$ cat src/inc/spsr_consts.vh
// Constants for the 8-stage parallel-in / serial-out shift register.
// Assumes inclusion by bare name from design files; definitions only.
`ifndef SPSR_CONSTS_VH
`define SPSR_CONSTS_VH

// ----------------------------------------
// Structure
// ----------------------------------------
`define SPSR_STAGES 8
`define SPSR_RESET_VAL 8'h00
`define SPSR_FIFO_WIDTH 9
`define SPSR_FIFO_DEPTH 4
`define SPSR_FIFO_AW 2

// ----------------------------------------
// Field positions of a queued command word
// ----------------------------------------
`define SPSR_CMD_SEL_BIT 8
`define SPSR_CMD_PAR_HI 7
`define SPSR_CMD_PAR_LO 0

`endif
$ cat src/design/spsr_top.v
// 8-stage shift register with synchronous parallel load and serial shift,
// plus its command FIFO. Assumes one clock, inputs synchronous to ref_clk.
//
// Contract
// - Eight stages in series, one serial input, parallel input per stage.
// - Stages are edge-triggered; outputs change only at a rising clock edge. The code also resets them at once when nrst falls.
// - Only stages six, seven, eight are driven out; eighth is serial out.
// - Load and shift happen only at the rising edge, chosen by select.
// - Select high at the edge copies all eight parallel inputs at once.
// - Select low: serial input enters stage one, others take predecessor.
`timescale 1ns/1ps
`include "spsr_consts.vh"

// ----------------------------------------
// Command FIFO
// ----------------------------------------
module spsr_fifo #(
    parameter WIDTH = 9,
    parameter DEPTH = 4,
    parameter AW = 2
) (
    input wire ref_clk,
    input wire nrst,
    input wire in_valid,
    output wire in_ready,
    input wire [WIDTH-1:0] in_data,
    output wire out_valid,
    input wire out_ready,
    output wire [WIDTH-1:0] out_data
);
    localparam [AW:0] COUNT_ONE = {{AW{1'h0}}, 1'h1};
    localparam [AW-1:0] PTR_ONE = {{(AW-1){1'h0}}, 1'h1};
    localparam [AW:0] COUNT_FULL = DEPTH[AW:0];

    reg [WIDTH-1:0] mem [0:DEPTH-1];
    reg [AW-1:0] wr_ptr_reg;
    reg [AW-1:0] rd_ptr_reg;
    reg [AW:0] count_reg;
    reg [AW:0] count_next;
    reg ready_reg;
    wire push;
    wire pop;

    // Ready is a flop fed by the next count, so the writer never sees a gated full flag
    assign in_ready = ready_reg;
    assign out_valid = (count_reg != {(AW+1){1'h0}});
    assign out_data = mem[rd_ptr_reg];
    assign push = in_valid && ready_reg;
    assign pop = out_valid && out_ready;

    always @* begin
        count_next = count_reg;
        if (push && !pop) begin
            count_next = count_reg + COUNT_ONE;
        end else if (pop && !push) begin
            count_next = count_reg - COUNT_ONE;
        end
    end

    always @(posedge ref_clk) begin
        if (push) begin
            mem[wr_ptr_reg] <= in_data;
        end
    end

    always @(posedge ref_clk or negedge nrst) begin
        if (!nrst) begin
            wr_ptr_reg <= {AW{1'h0}};
            rd_ptr_reg <= {AW{1'h0}};
            count_reg <= {(AW+1){1'h0}};
            ready_reg <= 1'h1;
        end else begin
            if (push) begin
                wr_ptr_reg <= wr_ptr_reg + PTR_ONE;
            end
            if (pop) begin
                rd_ptr_reg <= rd_ptr_reg + PTR_ONE;
            end
            count_reg <= count_next;
            ready_reg <= (count_next != COUNT_FULL);
        end
    end
endmodule

// ----------------------------------------
// One storage stage
// ----------------------------------------
// The device has no reset pin; the reset value only gives a known start
module spsr_stage #(
    parameter RESET_BIT = 1'h0
) (
    input wire ref_clk,
    input wire nrst,
    input wire step,
    input wire load,
    input wire par_bit,
    input wire prev_bit,
    output reg q_reg,
    output reg q_next
);
    always @* begin
        q_next = q_reg;
        if (step) begin
            if (load) begin
                q_next = par_bit;
            end else begin
                q_next = prev_bit;
            end
        end
    end

    always @(posedge ref_clk or negedge nrst) begin
        if (!nrst) begin
            q_reg <= RESET_BIT;
        end else begin
            q_reg <= q_next;
        end
    end
endmodule

// ----------------------------------------
// Shift register top
// ----------------------------------------
module spsr_top (
    input wire ref_clk,
    input wire nrst,
    input wire cmd_valid,
    output wire cmd_ready,
    input wire load_sel,
    input wire [7:0] par_in,
    input wire ser_in,
    input wire drain_ready,
    output reg stage6_q,
    output reg stage7_q,
    output reg stage8_q
);
    localparam [7:0] RESET_VAL = `SPSR_RESET_VAL;

    wire [`SPSR_FIFO_WIDTH-1:0] fifo_in;
    wire [`SPSR_FIFO_WIDTH-1:0] fifo_out;
    wire fifo_valid;
    wire step;
    wire load;
    wire ser_bit;
    wire [6:0] stage_q;
    wire [7:0] stage_next;

    // Serial bit rides in the parallel field when select is low
    assign fifo_in = {load_sel, load_sel ? par_in : {7'h00, ser_in}};

    spsr_fifo #(
        .WIDTH(`SPSR_FIFO_WIDTH),
        .DEPTH(`SPSR_FIFO_DEPTH),
        .AW(`SPSR_FIFO_AW)
    ) u_fifo (
        .ref_clk(ref_clk),
        .nrst(nrst),
        .in_valid(cmd_valid),
        .in_ready(cmd_ready),
        .in_data(fifo_in),
        .out_valid(fifo_valid),
        .out_ready(drain_ready),
        .out_data(fifo_out)
    );

    // One queued command is one clock of the register
    assign step = fifo_valid && drain_ready;
    assign load = fifo_out[`SPSR_CMD_SEL_BIT];
    assign ser_bit = fifo_out[`SPSR_CMD_PAR_LO];

    // ----------------------------------------
    // Eight stages in series; index 0 is the first stage
    // ----------------------------------------
    spsr_stage #(
        .RESET_BIT(RESET_VAL[0])
    ) u_stage1 (
        .ref_clk(ref_clk),
        .nrst(nrst),
        .step(step),
        .load(load),
        .par_bit(fifo_out[0]),
        .prev_bit(ser_bit),
        .q_reg(stage_q[0]),
        .q_next(stage_next[0])
    );
    spsr_stage #(
        .RESET_BIT(RESET_VAL[1])
    ) u_stage2 (
        .ref_clk(ref_clk),
        .nrst(nrst),
        .step(step),
        .load(load),
        .par_bit(fifo_out[1]),
        .prev_bit(stage_q[0]),
        .q_reg(stage_q[1]),
        .q_next(stage_next[1])
    );
    spsr_stage #(
        .RESET_BIT(RESET_VAL[2])
    ) u_stage3 (
        .ref_clk(ref_clk),
        .nrst(nrst),
        .step(step),
        .load(load),
        .par_bit(fifo_out[2]),
        .prev_bit(stage_q[1]),
        .q_reg(stage_q[2]),
        .q_next(stage_next[2])
    );
    spsr_stage #(
        .RESET_BIT(RESET_VAL[3])
    ) u_stage4 (
        .ref_clk(ref_clk),
        .nrst(nrst),
        .step(step),
        .load(load),
        .par_bit(fifo_out[3]),
        .prev_bit(stage_q[2]),
        .q_reg(stage_q[3]),
        .q_next(stage_next[3])
    );
    spsr_stage #(
        .RESET_BIT(RESET_VAL[4])
    ) u_stage5 (
        .ref_clk(ref_clk),
        .nrst(nrst),
        .step(step),
        .load(load),
        .par_bit(fifo_out[4]),
        .prev_bit(stage_q[3]),
        .q_reg(stage_q[4]),
        .q_next(stage_next[4])
    );
    spsr_stage #(
        .RESET_BIT(RESET_VAL[5])
    ) u_stage6 (
        .ref_clk(ref_clk),
        .nrst(nrst),
        .step(step),
        .load(load),
        .par_bit(fifo_out[5]),
        .prev_bit(stage_q[4]),
        .q_reg(stage_q[5]),
        .q_next(stage_next[5])
    );
    spsr_stage #(
        .RESET_BIT(RESET_VAL[6])
    ) u_stage7 (
        .ref_clk(ref_clk),
        .nrst(nrst),
        .step(step),
        .load(load),
        .par_bit(fifo_out[6]),
        .prev_bit(stage_q[5]),
        .q_reg(stage_q[6]),
        .q_next(stage_next[6])
    );
    // Nothing reads the eighth stage's own flop; the serial pin has its own copy
    spsr_stage #(
        .RESET_BIT(RESET_VAL[7])
    ) u_stage8 (
        .ref_clk(ref_clk),
        .nrst(nrst),
        .step(step),
        .load(load),
        .par_bit(fifo_out[7]),
        .prev_bit(stage_q[6]),
        .q_reg(),
        .q_next(stage_next[7])
    );

    // Pins copy the next values, so they move on the same edge as the stages
    always @(posedge ref_clk or negedge nrst) begin
        if (!nrst) begin
            stage6_q <= RESET_VAL[5];
            stage7_q <= RESET_VAL[6];
            stage8_q <= RESET_VAL[7];
        end else begin
            stage6_q <= stage_next[5];
            stage7_q <= stage_next[6];
            stage8_q <= stage_next[7];
        end
    end
endmodule

$ cat config.mk
export PLATFORM = sky130hd
export DESIGN_NAME = spsr_top
export DESIGN_NICKNAME = d
export VERILOG_FILES = /design/src/design/spsr_top.v
export VERILOG_INCLUDE_DIRS = /design/src /design/src/inc
export SDC_FILE = /design/constraint.sdc
export NUM_CORES = 1
export LEC_CHECK = 0
export ABC_AREA = 1
export BUFFER_PORTS_ARGS = -buffer_cell sky130_fd_sc_hd__buf_2
export CELL_PAD_IN_SITES_DETAIL_PLACEMENT = 1
export CELL_PAD_IN_SITES_GLOBAL_PLACEMENT = 2
export CORE_UTILIZATION = 34
export CTS_CLUSTER_SIZE = 28
export DETAILED_ROUTE_END_ITERATION = 7
export PLACE_DENSITY_LB_ADDON = 0.2
export SYNTH_ARGS = -nofsm -noshare
export SYNTH_HDL_FRONTEND = slang
export SYNTH_SLANG_ARGS = --single-unit
$ cat constraint.sdc
create_clock -name ref_clk -period 1.4 [get_ports ref_clk]
set_input_delay 0.14 -clock ref_clk [delete_from_list [all_inputs] [get_ports ref_clk]]
set_output_delay 0.14 -clock ref_clk [all_outputs]
set_load 0.01 [all_outputs]
# Word level (Yosys, flattened, before mapping)
# Memories as Yosys holds them, arrays and structs flattened.
# Cells that the tools add are included.
dict set report totals {
  ff_bits 16
  ram_bits 36
  input_bits 14
  n_memories 1
}
dict set report classes {
  n_addsub 4
  eq_ne 1
  n_mux 12
  n_reduce_logical 7
}
# memory words width rd rd_clocked_by_memory_dff wr line
set memory_table {}
lappend memory_table {u_fifo.mem 4 9 1 0 1 spsr_top.v:35} ;# reg [WIDTH-1:0] mem [0:DEPTH-1];
# cell n
set ops {}
lappend ops {{2-to-1 mux 1 bit} 9}
lappend ops {{2-to-1 mux 8 bit} 1}
lappend ops {{2-to-1 mux 3 bit} 2}
lappend ops {{adder 2 x 1 -> 2 bit (second input constant)} 2}
lappend ops {{logical AND 1 bit} 4}
lappend ops {{adder 3 x 1 -> 3 bit (second input constant)} 1}
lappend ops {{!= test 3 bit (second input constant)} 1}
lappend ops {{nonzero test 3 bit} 1}
lappend ops {{subtractor 3 x 1 -> 3 bit (second input constant)} 1}
lappend ops {{zero test 1 bit} 2}

# Longest topological paths before layout
# Gate-level depths: netlist (run 1).
dict set report logic_depth {
  word_depth 6
  mapped_depth 10
  mapped_depth_nobuf 10
}

# Modules after synthesis
# From an unflattened synthesis (run 1), not the netlist that was laid out.
dict set report unflattened {
  hier_cells 252
  area_unflattened_um2 2494.9
}
# mod instances cells_per_inst area_each_um2 seq_area_each_um2
set modules_own_cells {}
lappend modules_own_cells {spsr_fifo 1 148 1853.0 1282.5}
lappend modules_own_cells {spsr_stage 8 10 60.1 25.0}
lappend modules_own_cells {spsr_top 1 24 161.4 75.1}

# Worst setup path after synthesis (run 1)
# Ideal clock, no wire load.
dict set report synth_timing {
  path_type {register -> register}
  start {register u_fifo.wr_ptr_reg[0]}
  end {memory u_fifo.mem[2][0], enable pin}
  setup_ns 0.374
  arrival_time_ns 1.076
  path_slack_ns -0.051
  stages_incl_launch_ff 5
  n_path_buf 0
  synth_period_minus_slack_ns 1.451
  cell_sequence {dfrtp_1 -> inv_1 -> ha_1 -> inv_1 -> nor2_1}
}
# element line
set synth_rtl {}
lappend synth_rtl {{start: declaration} spsr_top.v:36} ;# reg [AW-1:0] wr_ptr_reg;
lappend synth_rtl {{start signal: assignment} spsr_top.v:68} ;# wr_ptr_reg <= {AW{1'h0}};
lappend synth_rtl {{start signal: assignment} spsr_top.v:74} ;# wr_ptr_reg <= wr_ptr_reg + PTR_ONE;
lappend synth_rtl {{end: declaration} spsr_top.v:35}
# No word-level cell before the write port.

# Worst setup path after layout (run 1)
dict set report layout_timing {
  start {register u_fifo.wr_ptr_reg[0]}
  end {memory u_fifo.mem[2][4], enable pin}
}
# No word-level cell before the write port.

==> out/metrics.json, run 1 <==
{
  "run_status": "finished, final reports clean",
  "area_used_by_multi_input_combinational_logic_sq_um": 793,
  "crit_type": "reg2reg",
  "hold_path_startpoint": "par_in[4]",
  "fill_cells": 776,
  "grt_antenna_before_repair": 0,
  "ant_nets": 0,
  "final_layout_size_suffix_gt1_share_pct": 25.9,
  "clockBufferDepth": 2,
  "cellLeakagePower_uw": 0.00126,
  "first_pass_grt_wire_length_mm": 8.77,
  "timing.critical_path.mode_cell": "inv_1",
  "detailed_place.area_sq_um": 2620,
  "critPathCaptureType": "register",
  "timing.hold.worst_path_depth": 3,
  "final-seq-area_sq_um": 1490,
  "place_inst": 342,
  "grtUsageMet3_pct": 3.21,
  "insertion_delay_ns": 0.31,
  "globalRouteOverflowTotal": 0,
  "power_density_nw_per_um2": 2090,
  "number_of_drc_markers_in_iteration_0": 86,
  "timing.critical_path.fanout_max": 9,
  "grt_start_max_net_pins": 18,
  "top_usage_layer": "met2",
  "final_common_cell": "nand2_1",
  "vias": 1646,
  "start_kind": "register",
  "drt-vias-per-instance": 4.65,
  "fin_crit_ns": 1.35,
  "timing.critical_path.cells": "inv_1 -> ha_1 -> inv_1 -> nor2_1 -> buf_6",
  "cp.arrival_ns": 1.37,
  "syn_inst": 238,
  "drtPass1Iterations": 4,
  "r2r_start": "u_fifo.wr_ptr_reg[0]",
  "grtUsageMet2_pct": 27.5,
  "fp.dieW_um": 85.4,
  "timing.final.crit_share_pct": 96.4,
  "timing.hold.ws_ns": 0.146,
  "largest_reg_flops": 36,
  "ys_seq_elements": 52,
  "worstMarginPinSlew_ns": 0.378,
  "fin_worst_skew_ns": 0.00507,
  "totalWireLength_mm": 5.18,
  "h-tree-depth": 2,
  "floorplan.io_pins": 18,
  "layout.cells.most_common_list": "72 x nand2_1, 36 x edfxtp_1, 33 x nor2_1, 19 x nand3_1",
  "core.rowCount": 30,
  "number_of_maximum_capacitance_violations": 0,
  "die_area_sq_um": 7300,
  "layout.nets": 294,
  "final-hold-violation-count": 0,
  "synth_nets": 259,
  "synth_warnings": 0,
  "synth_cell_types": 21,
  "syn-mean-instance-area_sq_um": 9.95,
  "post-route-util_pct": 41.7,
  "critical-path-max-stage-delay_ns": 0.41,
  "synth-seq-area-share_pct": 62.6,
  "route.detailed.drc": 0,
  "final-max-slew-violation-count": 0,
  "placement.io_buffers": 17,
  "post_layout_nonfiller_instances": 354,
  "detailed_place_hpwl_mm": 3.65,
  "insertedDiodeCount": 0,
  "globalRouteMet1Util_pct": 20.8,
  "reg2reg_to": "u_fifo.mem[2][4]",
  "finalSetupTns_ns": 0,
  "post_synth_instance_area_sq_um": 2370,
  "postLayoutCellArea_sq_um": 2820,
  "clock-sinks": 52,
  "place.gp.congestion": 0.690,
  "r2r.worst_path.cells": 5,
  "min_delay_worst_endpoint": "u_fifo.mem[1][4]",
  "ff2ff_setup_slack_ns": 0.05,
  "worst_path_max_delay_cell": "dfrtp_1",
  "clkSlewWorstSetupHoldPaths_ns": 0.09,
  "cts_tree": "built",
  "grt_util_all_layers_pct": 16.0,
  "max_freq_ghz": 0.741,
  "floorplan.core_area_sq_um": 6760,
  "clk_root_buffer_cell": "clkbuf_8",
  "syn2layout_area_growth_pct": 18.9,
  "setup_viol": 0,
  "hold_path.class": "in2reg",
  "vdd_ir_drop_max_mv": 0.712,
  "initial_utilization_pct": 35.0,
  "critical_path_required_ns": 1.42,
  "cts_inserted_buffers": 5,
  "timing.slew.headroom_pct": 74.8,
  "chipHeight_um": 85.4,
  "wl_per_cell_um": 14.6,
  "first_global_vias": 1756,
  "rsz0062_at_grt": "true"
}
-- critical path, delay by kind of cell, from the launching register on --
| family | cells | cell delay (ns) |
|---|---|---|
| flip-flops | 1 | 0.41 |
| adder cells (fa/ha/maj) | 1 | 0.16 |
| AND/OR/NAND/NOR | 1 | 0.14 |
| buffers and inverters | 3 | 0.36 |
-- through the flow --
stage	power (uW)	worst slack, ns
final	5900	0.0506
after global routing	6460	-0.0362
after CTS	5810	0.00652
after detailed placement	4900	-0.0503
after global placement	4850	0.0264
after floorplan	4070	-0.0506
-- layer usage --
layer	share of wire (%)	up-vias
li1	-	824
met1	46	804
met3	2.1	4
met5	0	-
met2	51	14
met4	0.58	0
-- what timing repair did --
item,in CTS,in global routing
endpoints found under the hold margin,15,0
pin swaps,0,5
setup buffers,1,1
resized for setup,1,17
setup endpoints to repair,2,20
hold buffers,1,0
cloned,0,1
-- logic make-up (layout without fill, tap and decap cells) --
logic type,count (synthesis),count (layout),share of synthesized area [%]
flops,52,52,62.6
buf+inv,29,65,5.76
fa+ha+maj,7,7,3.70
xor+xnor,2,2,0.740
mux,1,1,0.476
compound gates,4,4,0.899
simple gates,143,143,25.8
-- layout make-up --
cell class | count | area share, %
multi-input combinational | 157 | 28.2
inverter | 22 | 3.11
clock buffer | 6 | 2.58
timing repair buffer | 35 | 9.24
sequential | 52 | 52.8
clock inverter | 2 | 0.578
tap | 80 | 3.56
-- power by group --
part | switching, uW | total [uW] | internal, uW
combinational | 1620 | 2640 | 1020
sequential | 241 | 2390 | 2150
clock | 508 | 864 | 357
-- synth_stat cells --
cell type / number / area share [%]
nand2_1: 74 / 12
edfxtp_1: 36 / 46
nor2_1: 34 / 5.4
nand3_1: 21 / 4.4
inv_1: 19 / 3.0
dfrtp_1: 15 / 16
ha_1: 7 / 3.7
nor2_2: 7 / 1.8
nand2_2: 4 / 1.1
buf_4: 3 / 0.95
inv_2: 3 / 0.48
o21ai_0: 3 / 0.63
buf_6: 2 / 0.95
nand3_2: 2 / 0.85
xor2_1: 2 / 0.74
a31oi_1: 1 / 0.26
buf_2: 1 / 0.21
clkbuf_1: 1 / 0.16
dfstp_2: 1 / 1.1
mux2_2: 1 / 0.48
nand2_4: 1 / 0.48
-- worst max path at each step --
stage          slack (ns)               end                 start  cells after the start
3_5_place_dp        -0.05   u_fifo.in_ready   u_fifo.count_reg[0]                     10
5_1_grt             -0.04   u_fifo.in_ready   u_fifo.count_reg[0]                     10
2_1_floorplan       -0.05  u_fifo.mem[2][0]  u_fifo.wr_ptr_reg[0]                      4
3_3_place_gp         0.03   u_fifo.in_ready   u_fifo.count_reg[0]                     10
6_report             0.05  u_fifo.mem[2][4]  u_fifo.wr_ptr_reg[0]                      5
4_1_cts             0.007    u_stage6.q_reg   u_fifo.count_reg[1]                      9
No activity file was read; power rests on OpenSTA's default activity.
==> run 2, diff against run 1 <==
- REMOVE_ABC_BUFFERS: unset -> 1
==> run 2 against run 1 <==
  * Cell count grew 3.1%
  * Die area is the same
  * Sequential power is essentially flat
  * Setup slack gained 0.018 ns
  * Clock power is essentially flat
  * Sequential cell count is the same
  * Core utilization grew 2.1 points
  * Register-to-register slack gained 0.02 ns
  * Via count grew 3.9%
==> out/metrics.json, run 2 (synthesis results as in run 1) <==
{
  "run_status": {"value": "finished, final reports clean", "change": "unchanged"},
  "worstMarginPinSlew": {"value": 0.387, "unit": "ns", "change": "was 0.378 ns"},
  "startpoint": {"value": "u_fifo.rd_ptr_reg[0]", "change": "was u_fifo.wr_ptr_reg[0]"},
  "timing.critical_path.cells": {"value": "buf_8 -> nand2_2 -> nand3_4 -> nand2_8 -> nand2_1 -> nand2_1 -> nor2_1 -> nor2_1", "change": "was inv_1 -> ha_1 -> inv_1 -> nor2_1 -> buf_6"},
  "clkSlewWorstSetupHoldPaths": {"value": 0.10, "unit": "ns", "change": "was 0.09 ns"},
  "chipHeight": {"value": 85.4, "unit": "um", "change": "unchanged"},
  "vdd_ir_drop_max": {"value": 0.762, "unit": "mV", "change": "was 0.712 mV"},
  "fin_crit": {"value": 1.33, "unit": "ns", "change": "was 1.35 ns"},
  "ff2ff_setup_slack": {"value": 0.07, "unit": "ns", "change": "was 0.05 ns"},
  "number_of_maximum_capacitance_violations": {"value": 0, "change": "unchanged"},
  "grt_antenna_before_repair": {"value": 0, "change": "unchanged"},
  "number_of_drc_markers_in_iteration_0": {"value": 58, "change": "was 86"},
  "die_area": {"value": 7300, "unit": "sq um", "change": "unchanged"},
  "crit_type": {"value": "reg2reg", "change": "unchanged"},
  "total_power": {"value": 6350, "unit": "uW", "change": "was 5900 uW"},
  "first_global_vias": {"value": 1666, "change": "was 1,756"},
  "power_density": {"value": 2150, "unit": "nW/um^2", "change": "was 2090 nW/um^2"},
  "core.rowCount": {"value": 30, "change": "unchanged"},
  "layout.cells.most_common_list": {"value": "70 x nand2_1, 36 x edfxtp_1, 29 x nor2_1, 22 x buf_4, 20 x nand3_1", "change": "was 72 x nand2_1, 36 x edfxtp_1, 33 x nor2_1, 19 x nand3_1"},
  "rsz0062_at_grt": {"value": "true", "change": "unchanged"},
  "layout.nets": {"value": 305, "change": "was 294"},
  "syn2layout_area_growth": {"value": 24.8, "unit": "%", "change": "was 18.9%"},
  "wl_per_cell": {"value": 15.1, "unit": "um", "change": "was 14.6 um"},
  "hold_path.class": {"value": "in2reg", "change": "unchanged"},
  "detailed_place_hpwl": {"value": 3.84, "unit": "mm", "change": "was 3.65 mm"},
  "fin_worst_skew": {"value": 0.00661, "unit": "ns", "change": "was 0.00507 ns"},
  "timing.critical_path.fanout_max": {"value": 7, "change": "was 9"},
  "ant_nets": {"value": 0, "change": "unchanged"},
  "place_inst": {"value": 347, "change": "was 342"},
  "cellLeakagePower": {"value": 0.00133, "unit": "uW", "change": "was 0.00126 uW"},
  "critPathCaptureType": {"value": "register", "change": "unchanged"},
  "timing.final.crit_share": {"value": 95.1, "unit": "%", "change": "was 96.4%"},
  "floorplan.core_area": {"value": 6760, "unit": "sq um", "change": "unchanged"},
  "cp.arrival": {"value": 1.57, "unit": "ns", "change": "was 1.37 ns"},
  "vias": {"value": 1710, "change": "was 1,646"},
  "place.gp.congestion": {"value": 0.743, "change": "was 0.690"},
  "start_kind": {"value": "register", "change": "unchanged"},
  "critical-path-max-stage-delay": {"value": 0.47, "unit": "ns", "change": "was 0.41 ns"},
  "final_layout_size_suffix_gt1_share": {"value": 30.2, "unit": "%", "change": "was 25.9%"},
  "first_pass_grt_wire_length": {"value": 8.35, "unit": "mm", "change": "was 8.77 mm"},
  "route.detailed.drc": {"value": 0, "change": "unchanged"},
  "timing.hold.worst_path_depth": {"value": 3, "change": "unchanged"},
  "max_freq": {"value": 0.751, "unit": "GHz", "change": "was 0.741 GHz"},
  "drtPass1Iterations": {"value": 4, "change": "unchanged"},
  "largest_reg_flops": {"value": 36, "change": "unchanged"},
  "globalRouteOverflowTotal": {"value": 0, "change": "unchanged"},
  "final_common_cell": {"value": "nand2_1", "change": "unchanged"},
  "fp.dieW": {"value": 85.4, "unit": "um", "change": "unchanged"},
  "insertion_delay": {"value": 0.30, "unit": "ns", "change": "was 0.31 ns"},
  "r2r_start": {"value": "u_fifo.rd_ptr_reg[0]", "change": "was u_fifo.wr_ptr_reg[0]"},
  "drt-vias-per-instance": {"value": 4.68, "change": "was 4.65"},
  "clock-sinks": {"value": 52, "change": "unchanged"},
  "r2r.worst_path.cells": {"value": 8, "change": "was 5"},
  "placement.io_buffers": {"value": 17, "change": "unchanged"},
  "post_layout_nonfiller_instances": {"value": 365, "change": "was 354"},
  "insertedDiodeCount": {"value": 0, "change": "unchanged"},
  "worst_path_max_delay_cell": {"value": "dfrtp_2", "change": "was dfrtp_1"},
  "cts_inserted_buffers": {"value": 5, "change": "unchanged"},
  "cts_tree": {"value": "built", "change": "unchanged"},
  "setup_viol": {"value": 0, "change": "unchanged"},
  "timing.hold.ws": {"value": 0.160, "unit": "ns", "change": "was 0.146 ns"},
  "grt_util_all_layers": {"value": 15.4, "unit": "%", "change": "was 16.0%"},
  "grt_start_max_net_pins": {"value": 18, "change": "unchanged"},
  "timing.slew.headroom": {"value": 74.2, "unit": "%", "change": "was 74.8%"},
  "floorplan.io_pins": {"value": 18, "change": "unchanged"},
  "clockBufferDepth": {"value": 2, "change": "unchanged"},
  "reg2reg_to": {"value": "u_stage3.q_reg", "change": "was u_fifo.mem[2][4]"},
  "final-hold-violation-count": {"value": 0, "change": "unchanged"},
  "totalWireLength": {"value": 5.50, "unit": "mm", "change": "was 5.18 mm"},
  "final-max-slew-violation-count": {"value": 0, "change": "unchanged"},
  "h-tree-depth": {"value": 2, "change": "unchanged"},
  "initial_utilization": {"value": 35.0, "unit": "%", "change": "unchanged"},
  "critPathCapture": {"value": "u_stage3.q_reg", "change": "was u_fifo.mem[2][4]"},
  "clk_root_buffer_cell": {"value": "clkbuf_8", "change": "unchanged"},
  "critical_path_required": {"value": 1.64, "unit": "ns", "change": "was 1.42 ns"}
}
run 2: critical path: cells and delay by family (launching register included):
family	cells	cell delay (ns)
and+or+nand+nor	7	0.63
DFF	1	0.47
buffers and inverters	1	0.16
run 2: how the worst min path moves through the flow:
stage / endpoint / slack [ns] / startpoint
floorplan: u_fifo.count_reg[0] / -0.16 / nrst
global placement: u_stage5.q_reg / 0.08 / nrst
detailed placement: u_stage5.q_reg / 0.09 / nrst
CTS: u_fifo.mem[0][6] / 0.15 / par_in[6]
global route: u_fifo.mem[3][5] / 0.15 / par_in[5]
finish: u_fifo.mem[2][6] / 0.16 / par_in[6]
run 2: power breakdown:
group / total (uW) / leakage, uW / switching (uW) / internal [uW]
clock network: 866 / 0.0000485 / 507 / 359
logic: 3100 / 0.000769 / 1840 / 1260
registers: 2390 / 0.000516 / 239 / 2150
run 2: through the flow:
step | setup slack [ns] | instance area (sq um) | setup TNS (ns) | util (%)
after floorplan | -0.0762 | 2310 | -2.30 | -
after global placement | 0.0187 | 2670 | 0 | 39.5
after detailed placement | -0.0196 | 2670 | -0.0196 | 39.5
after CTS | 0.00628 | 2790 | 0 | 41.3
after global routing | -0.0211 | 2950 | -0.0942 | 43.7
final | 0.0682 | 2950 | 0 | 43.7
run 2: final cells by class:
cell class                 count  area, sq um
multi-input combinational    158          837
tap                           80          100
inverter                      22         90.1
sequential                    52         1480
fill                         775         3800
clock buffer                   5         68.8
timing repair buffer          45          352
clock inverter                 3         22.5
run 2: repair_timing:
action | in CTS | in global routing
setup endpoints to repair | 2 | 23
cloned | 0 | 2
setup buffers | 1 | 6
pin swaps | 0 | 12
endpoints found under the hold margin | 15 | 0
hold buffers | 1 | 0
gates resized for setup | 4 | 23
run 2: layer usage:
layer	GRT usage [%]	vias to the layer above	wire [um]
li1	-	854	-
met1	20.2	839	2560
met2	26.3	13	2810
met3	3.21	4	93
met4	3.18	0	44
met5	0	-	0
==> run 3, diff against run 2 <==
- CORE_MARGIN: unset -> 2
==> run 3 against run 2 <==
  * Wire length is 6.5% higher
  * Maximum frequency is 3.3% lower
  * Clock skew is 0.0020 ns lower
  * First-iteration DRC count is 41% higher
  * Via count is 0.58% higher
  * Setup slack worse by 0.045 ns
  * Combinational power is 6.5% higher
  * Critical path type unchanged
  * Largest cell class unchanged
  * Largest power group unchanged
==> out/metrics.json, run 3 (synthesis results as in run 1) <==
{
  "run_status": {"value": "finished, final reports clean", "change": "unchanged"},
  "rsz0062_at_grt": {"value": "true", "change": "unchanged"},
  "layout.nets": {"value": 304, "change": "was 305"},
  "place_inst": {"value": 345, "change": "was 347"},
  "cellLeakagePower": {"value": 0.00134, "unit": "uW", "change": "was 0.00133 uW"},
  "floorplan.core_area": {"value": 6760, "unit": "sq um", "change": "unchanged"},
  "final_layout_size_suffix_gt1_share": {"value": 33.5, "unit": "%", "change": "was 30.2%"},
  "critical_path_required": {"value": 1.61, "unit": "ns", "change": "was 1.64 ns"},
  "worstMarginPinSlew": {"value": 0.389, "unit": "ns", "change": "was 0.387 ns"},
  "fin_worst_skew": {"value": 0.00458, "unit": "ns", "change": "was 0.00661 ns"},
  "crit_buf_inv": {"value": 1, "change": "unchanged"},
  "syn2layout_area_growth": {"value": 27.9, "unit": "%", "change": "was 24.8%"},
  "clk_root_buffer_cell": {"value": "clkbuf_8", "change": "unchanged"},
  "core.rowCount": {"value": 30, "change": "unchanged"},
  "vias": {"value": 1720, "change": "was 1,710"},
  "drt-vias-per-instance": {"value": 4.73, "change": "was 4.68"},
  "ant_nets": {"value": 0, "change": "unchanged"},
  "cp.arrival": {"value": 1.59, "unit": "ns", "change": "was 1.57 ns"},
  "power_density": {"value": 2180, "unit": "nW/um^2", "change": "was 2150 nW/um^2"},
  "cts_tree": {"value": "built", "change": "unchanged"},
  "insertedDiodeCount": {"value": 0, "change": "unchanged"},
  "final-hold-violation-count": {"value": 0, "change": "unchanged"},
  "chipHeight": {"value": 87.4, "unit": "um", "change": "was 85.4 um"},
  "timing.critical_path.cells": {"value": "inv_4 -> nand2_2 -> nand3_4 -> nand2_8 -> nand2_2 -> nand2_2 -> nor2_4 -> nor2_2", "change": "was buf_8 -> nand2_2 -> nand3_4 -> nand2_8 -> nand2_1 -> nand2_1 -> nor2_1 -> nor2_1"},
  "insertion_delay": {"value": 0.31, "unit": "ns", "change": "was 0.30 ns"},
  "totalWireLength": {"value": 5.86, "unit": "mm", "change": "was 5.50 mm"},
  "crit_type": {"value": "reg2reg", "change": "unchanged"},
  "first_global_vias": {"value": 1713, "change": "was 1,666"},
  "initial_utilization": {"value": 35.0, "unit": "%", "change": "unchanged"},
  "drtPass1Iterations": {"value": 4, "change": "unchanged"},
  "grt_util_all_layers": {"value": 15.7, "unit": "%", "change": "was 15.4%"},
  "hold_path.class": {"value": "in2reg", "change": "unchanged"},
  "clkSlewWorstSetupHoldPaths": {"value": 0.10, "unit": "ns", "change": "about the same"},
  "layout.cells.most_common_list": {"value": "64 x nand2_1, 36 x edfxtp_1, 26 x nor2_1, 19 x nand3_1, 18 x buf_4", "change": "was 70 x nand2_1, 36 x edfxtp_1, 29 x nor2_1, 22 x buf_4, 20 x nand3_1"},
  "place_worst_setup_slack": {"value": -0.0122, "unit": "ns", "change": "was -0.0196 ns"},
  "final_common_cell": {"value": "nand2_1", "change": "unchanged"},
  "grt_start_max_net_pins": {"value": 17, "change": "was 18"},
  "timing.critical_path.fanout_max": {"value": 7, "change": "unchanged"},
  "critPathCaptureType": {"value": "register", "change": "unchanged"},
  "fp.dieW": {"value": 87.4, "unit": "um", "change": "was 85.4 um"},
  "timing.slew.headroom": {"value": 74.0, "unit": "%", "change": "was 74.2%"},
  "cts_inserted_buffers": {"value": 5, "change": "unchanged"},
  "fin_crit": {"value": 1.38, "unit": "ns", "change": "was 1.33 ns"},
  "start_kind": {"value": "register", "change": "unchanged"},
  "total_power": {"value": 6590, "unit": "uW", "change": "was 6350 uW"},
  "route.detailed.drc": {"value": 0, "change": "unchanged"},
  "number_of_drc_markers_in_iteration_0": {"value": 82, "change": "was 58"},
  "crit_family": {"value": "simple AND/OR/NAND/NOR gates", "change": "unchanged"},
  "fill_cells": {"value": 769, "change": "was 775"},
  "h-tree-depth": {"value": 2, "change": "unchanged"},
  "max_freq": {"value": 0.726, "unit": "GHz", "change": "was 0.751 GHz"},
  "critical-path-max-stage-delay": {"value": 0.50, "unit": "ns", "change": "was 0.47 ns"},
  "post-route-util": {"value": 44.8, "unit": "%", "change": "was 43.7%"},
  "largest_reg_flops": {"value": 36, "change": "unchanged"},
  "clockBufferDepth": {"value": 2, "change": "unchanged"},
  "detailed_place_hpwl": {"value": 3.93, "unit": "mm", "change": "was 3.84 mm"},
  "final-max-slew-violation-count": {"value": 0, "change": "unchanged"},
  "die_area": {"value": 7650, "unit": "sq um", "change": "was 7300 sq um"},
  "floorplan.io_pins": {"value": 18, "change": "unchanged"},
  "clock-sinks": {"value": 52, "change": "unchanged"},
  "finalSetupTns": {"value": 0, "unit": "ns", "change": "unchanged"},
  "grt_antenna_before_repair": {"value": 0, "change": "unchanged"},
  "setup_viol": {"value": 0, "change": "unchanged"},
  "number_of_maximum_capacitance_violations": {"value": 0, "change": "unchanged"},
  "place.gp.congestion": {"value": 0.776, "change": "was 0.743"},
  "first_pass_grt_wire_length": {"value": 8.83, "unit": "mm", "change": "was 8.35 mm"},
  "worst_path_max_delay_cell": {"value": "dfrtp_2", "change": "unchanged"},
  "finalWorstSetupSlack": {"value": 0.0232, "unit": "ns", "change": "was 0.0682 ns"},
  "vdd_ir_drop_max": {"value": 0.822, "unit": "mV", "change": "was 0.762 mV"},
  "wl_per_cell": {"value": 16.1, "unit": "um", "change": "was 15.1 um"},
  "timing.critical_path.mode_cell": "nand2_2",
  "placement.io_buffers": {"value": 17, "change": "unchanged"},
  "timing.final.crit_share": {"value": 98.3, "unit": "%", "change": "was 95.1%"},
  "globalRouteOverflowTotal": {"value": 0, "change": "unchanged"},
  "post_layout_nonfiller_instances": {"value": 364, "change": "was 365"}
}
==> run 3: layout make-up <==
| type | instances | area (sq um) | area share [%] |
|---|---|---|---|
| Tap cell | 80 | 100 | 3.31 |
| Clock inverter | 2 | 16.3 | 0.537 |
| Inverter | 22 | 90.1 | 2.98 |
| Sequential cell | 52 | 1480 | 49.0 |
| Multi-Input combinational cell | 158 | 890 | 29.4 |
| Clock buffer | 6 | 72.6 | 2.40 |
| Timing Repair Buffer | 44 | 374 | 12.4 |
==> run 3: what timing repair did <==
| action | 4_1_cts | 5_1_grt |
|---|---|---|
| resized for setup | 3 | 39 |
| cloned | 0 | 3 |
| hold buffers | 1 | 0 |
| pin swaps | 0 | 12 |
| setup endpoints to repair | 2 | 22 |
| endpoints found under the hold margin | 15 | 0 |
| setup buffers | 1 | 6 |
==> run 3: final timing paths <==
check,end,from,depth (start not counted),slack [ns]
max reg2reg,u_stage4.q_reg,u_fifo.rd_ptr_reg[0],8,0.02
max,u_stage4.q_reg,u_fifo.rd_ptr_reg[0],8,0.02
min,u_fifo.mem[0][2],par_in[2],3,0.15
max in group asynchronous,u_fifo.in_ready,nrst,2,0.81
min in group asynchronous,u_stage5.q_reg,nrst,2,0.27
min reg2reg,u_stage8.q_reg,u_stage8.q_reg,2,0.51
==> run 3: tightest hold or removal path: cells and delay by family <==
kind                   cells  cell delay, ns
AND/OR/NAND/NOR            1            0.04
buffers and inverters      2            0.17
==> run 3: stage by stage <==
| stage | area, sq um | hold slack (ns) |
|---|---|---|
| global placement | 2650 | 0.0874 |
| detailed placement | 2650 | 0.0881 |
| floorplan | 2310 | -0.156 |
| CTS | 2760 | 0.145 |
| global route | 3030 | 0.151 |
| finish | 3030 | 0.149 |
==> run 3: routing by layer <==
metal	vias to the layer above	GRT usage [%]	wire length, um
met5	-	0	0
met4	0	4.62	119
met3	10	3.13	108
met2	16	25.8	2950
met1	842	21.0	2680
li1	852	-	-
==> run 3: report_power, final <==
part           switching [uW]  internal [uW]
combinational            1920           1380
clock                     519            357
sequential                267           2150
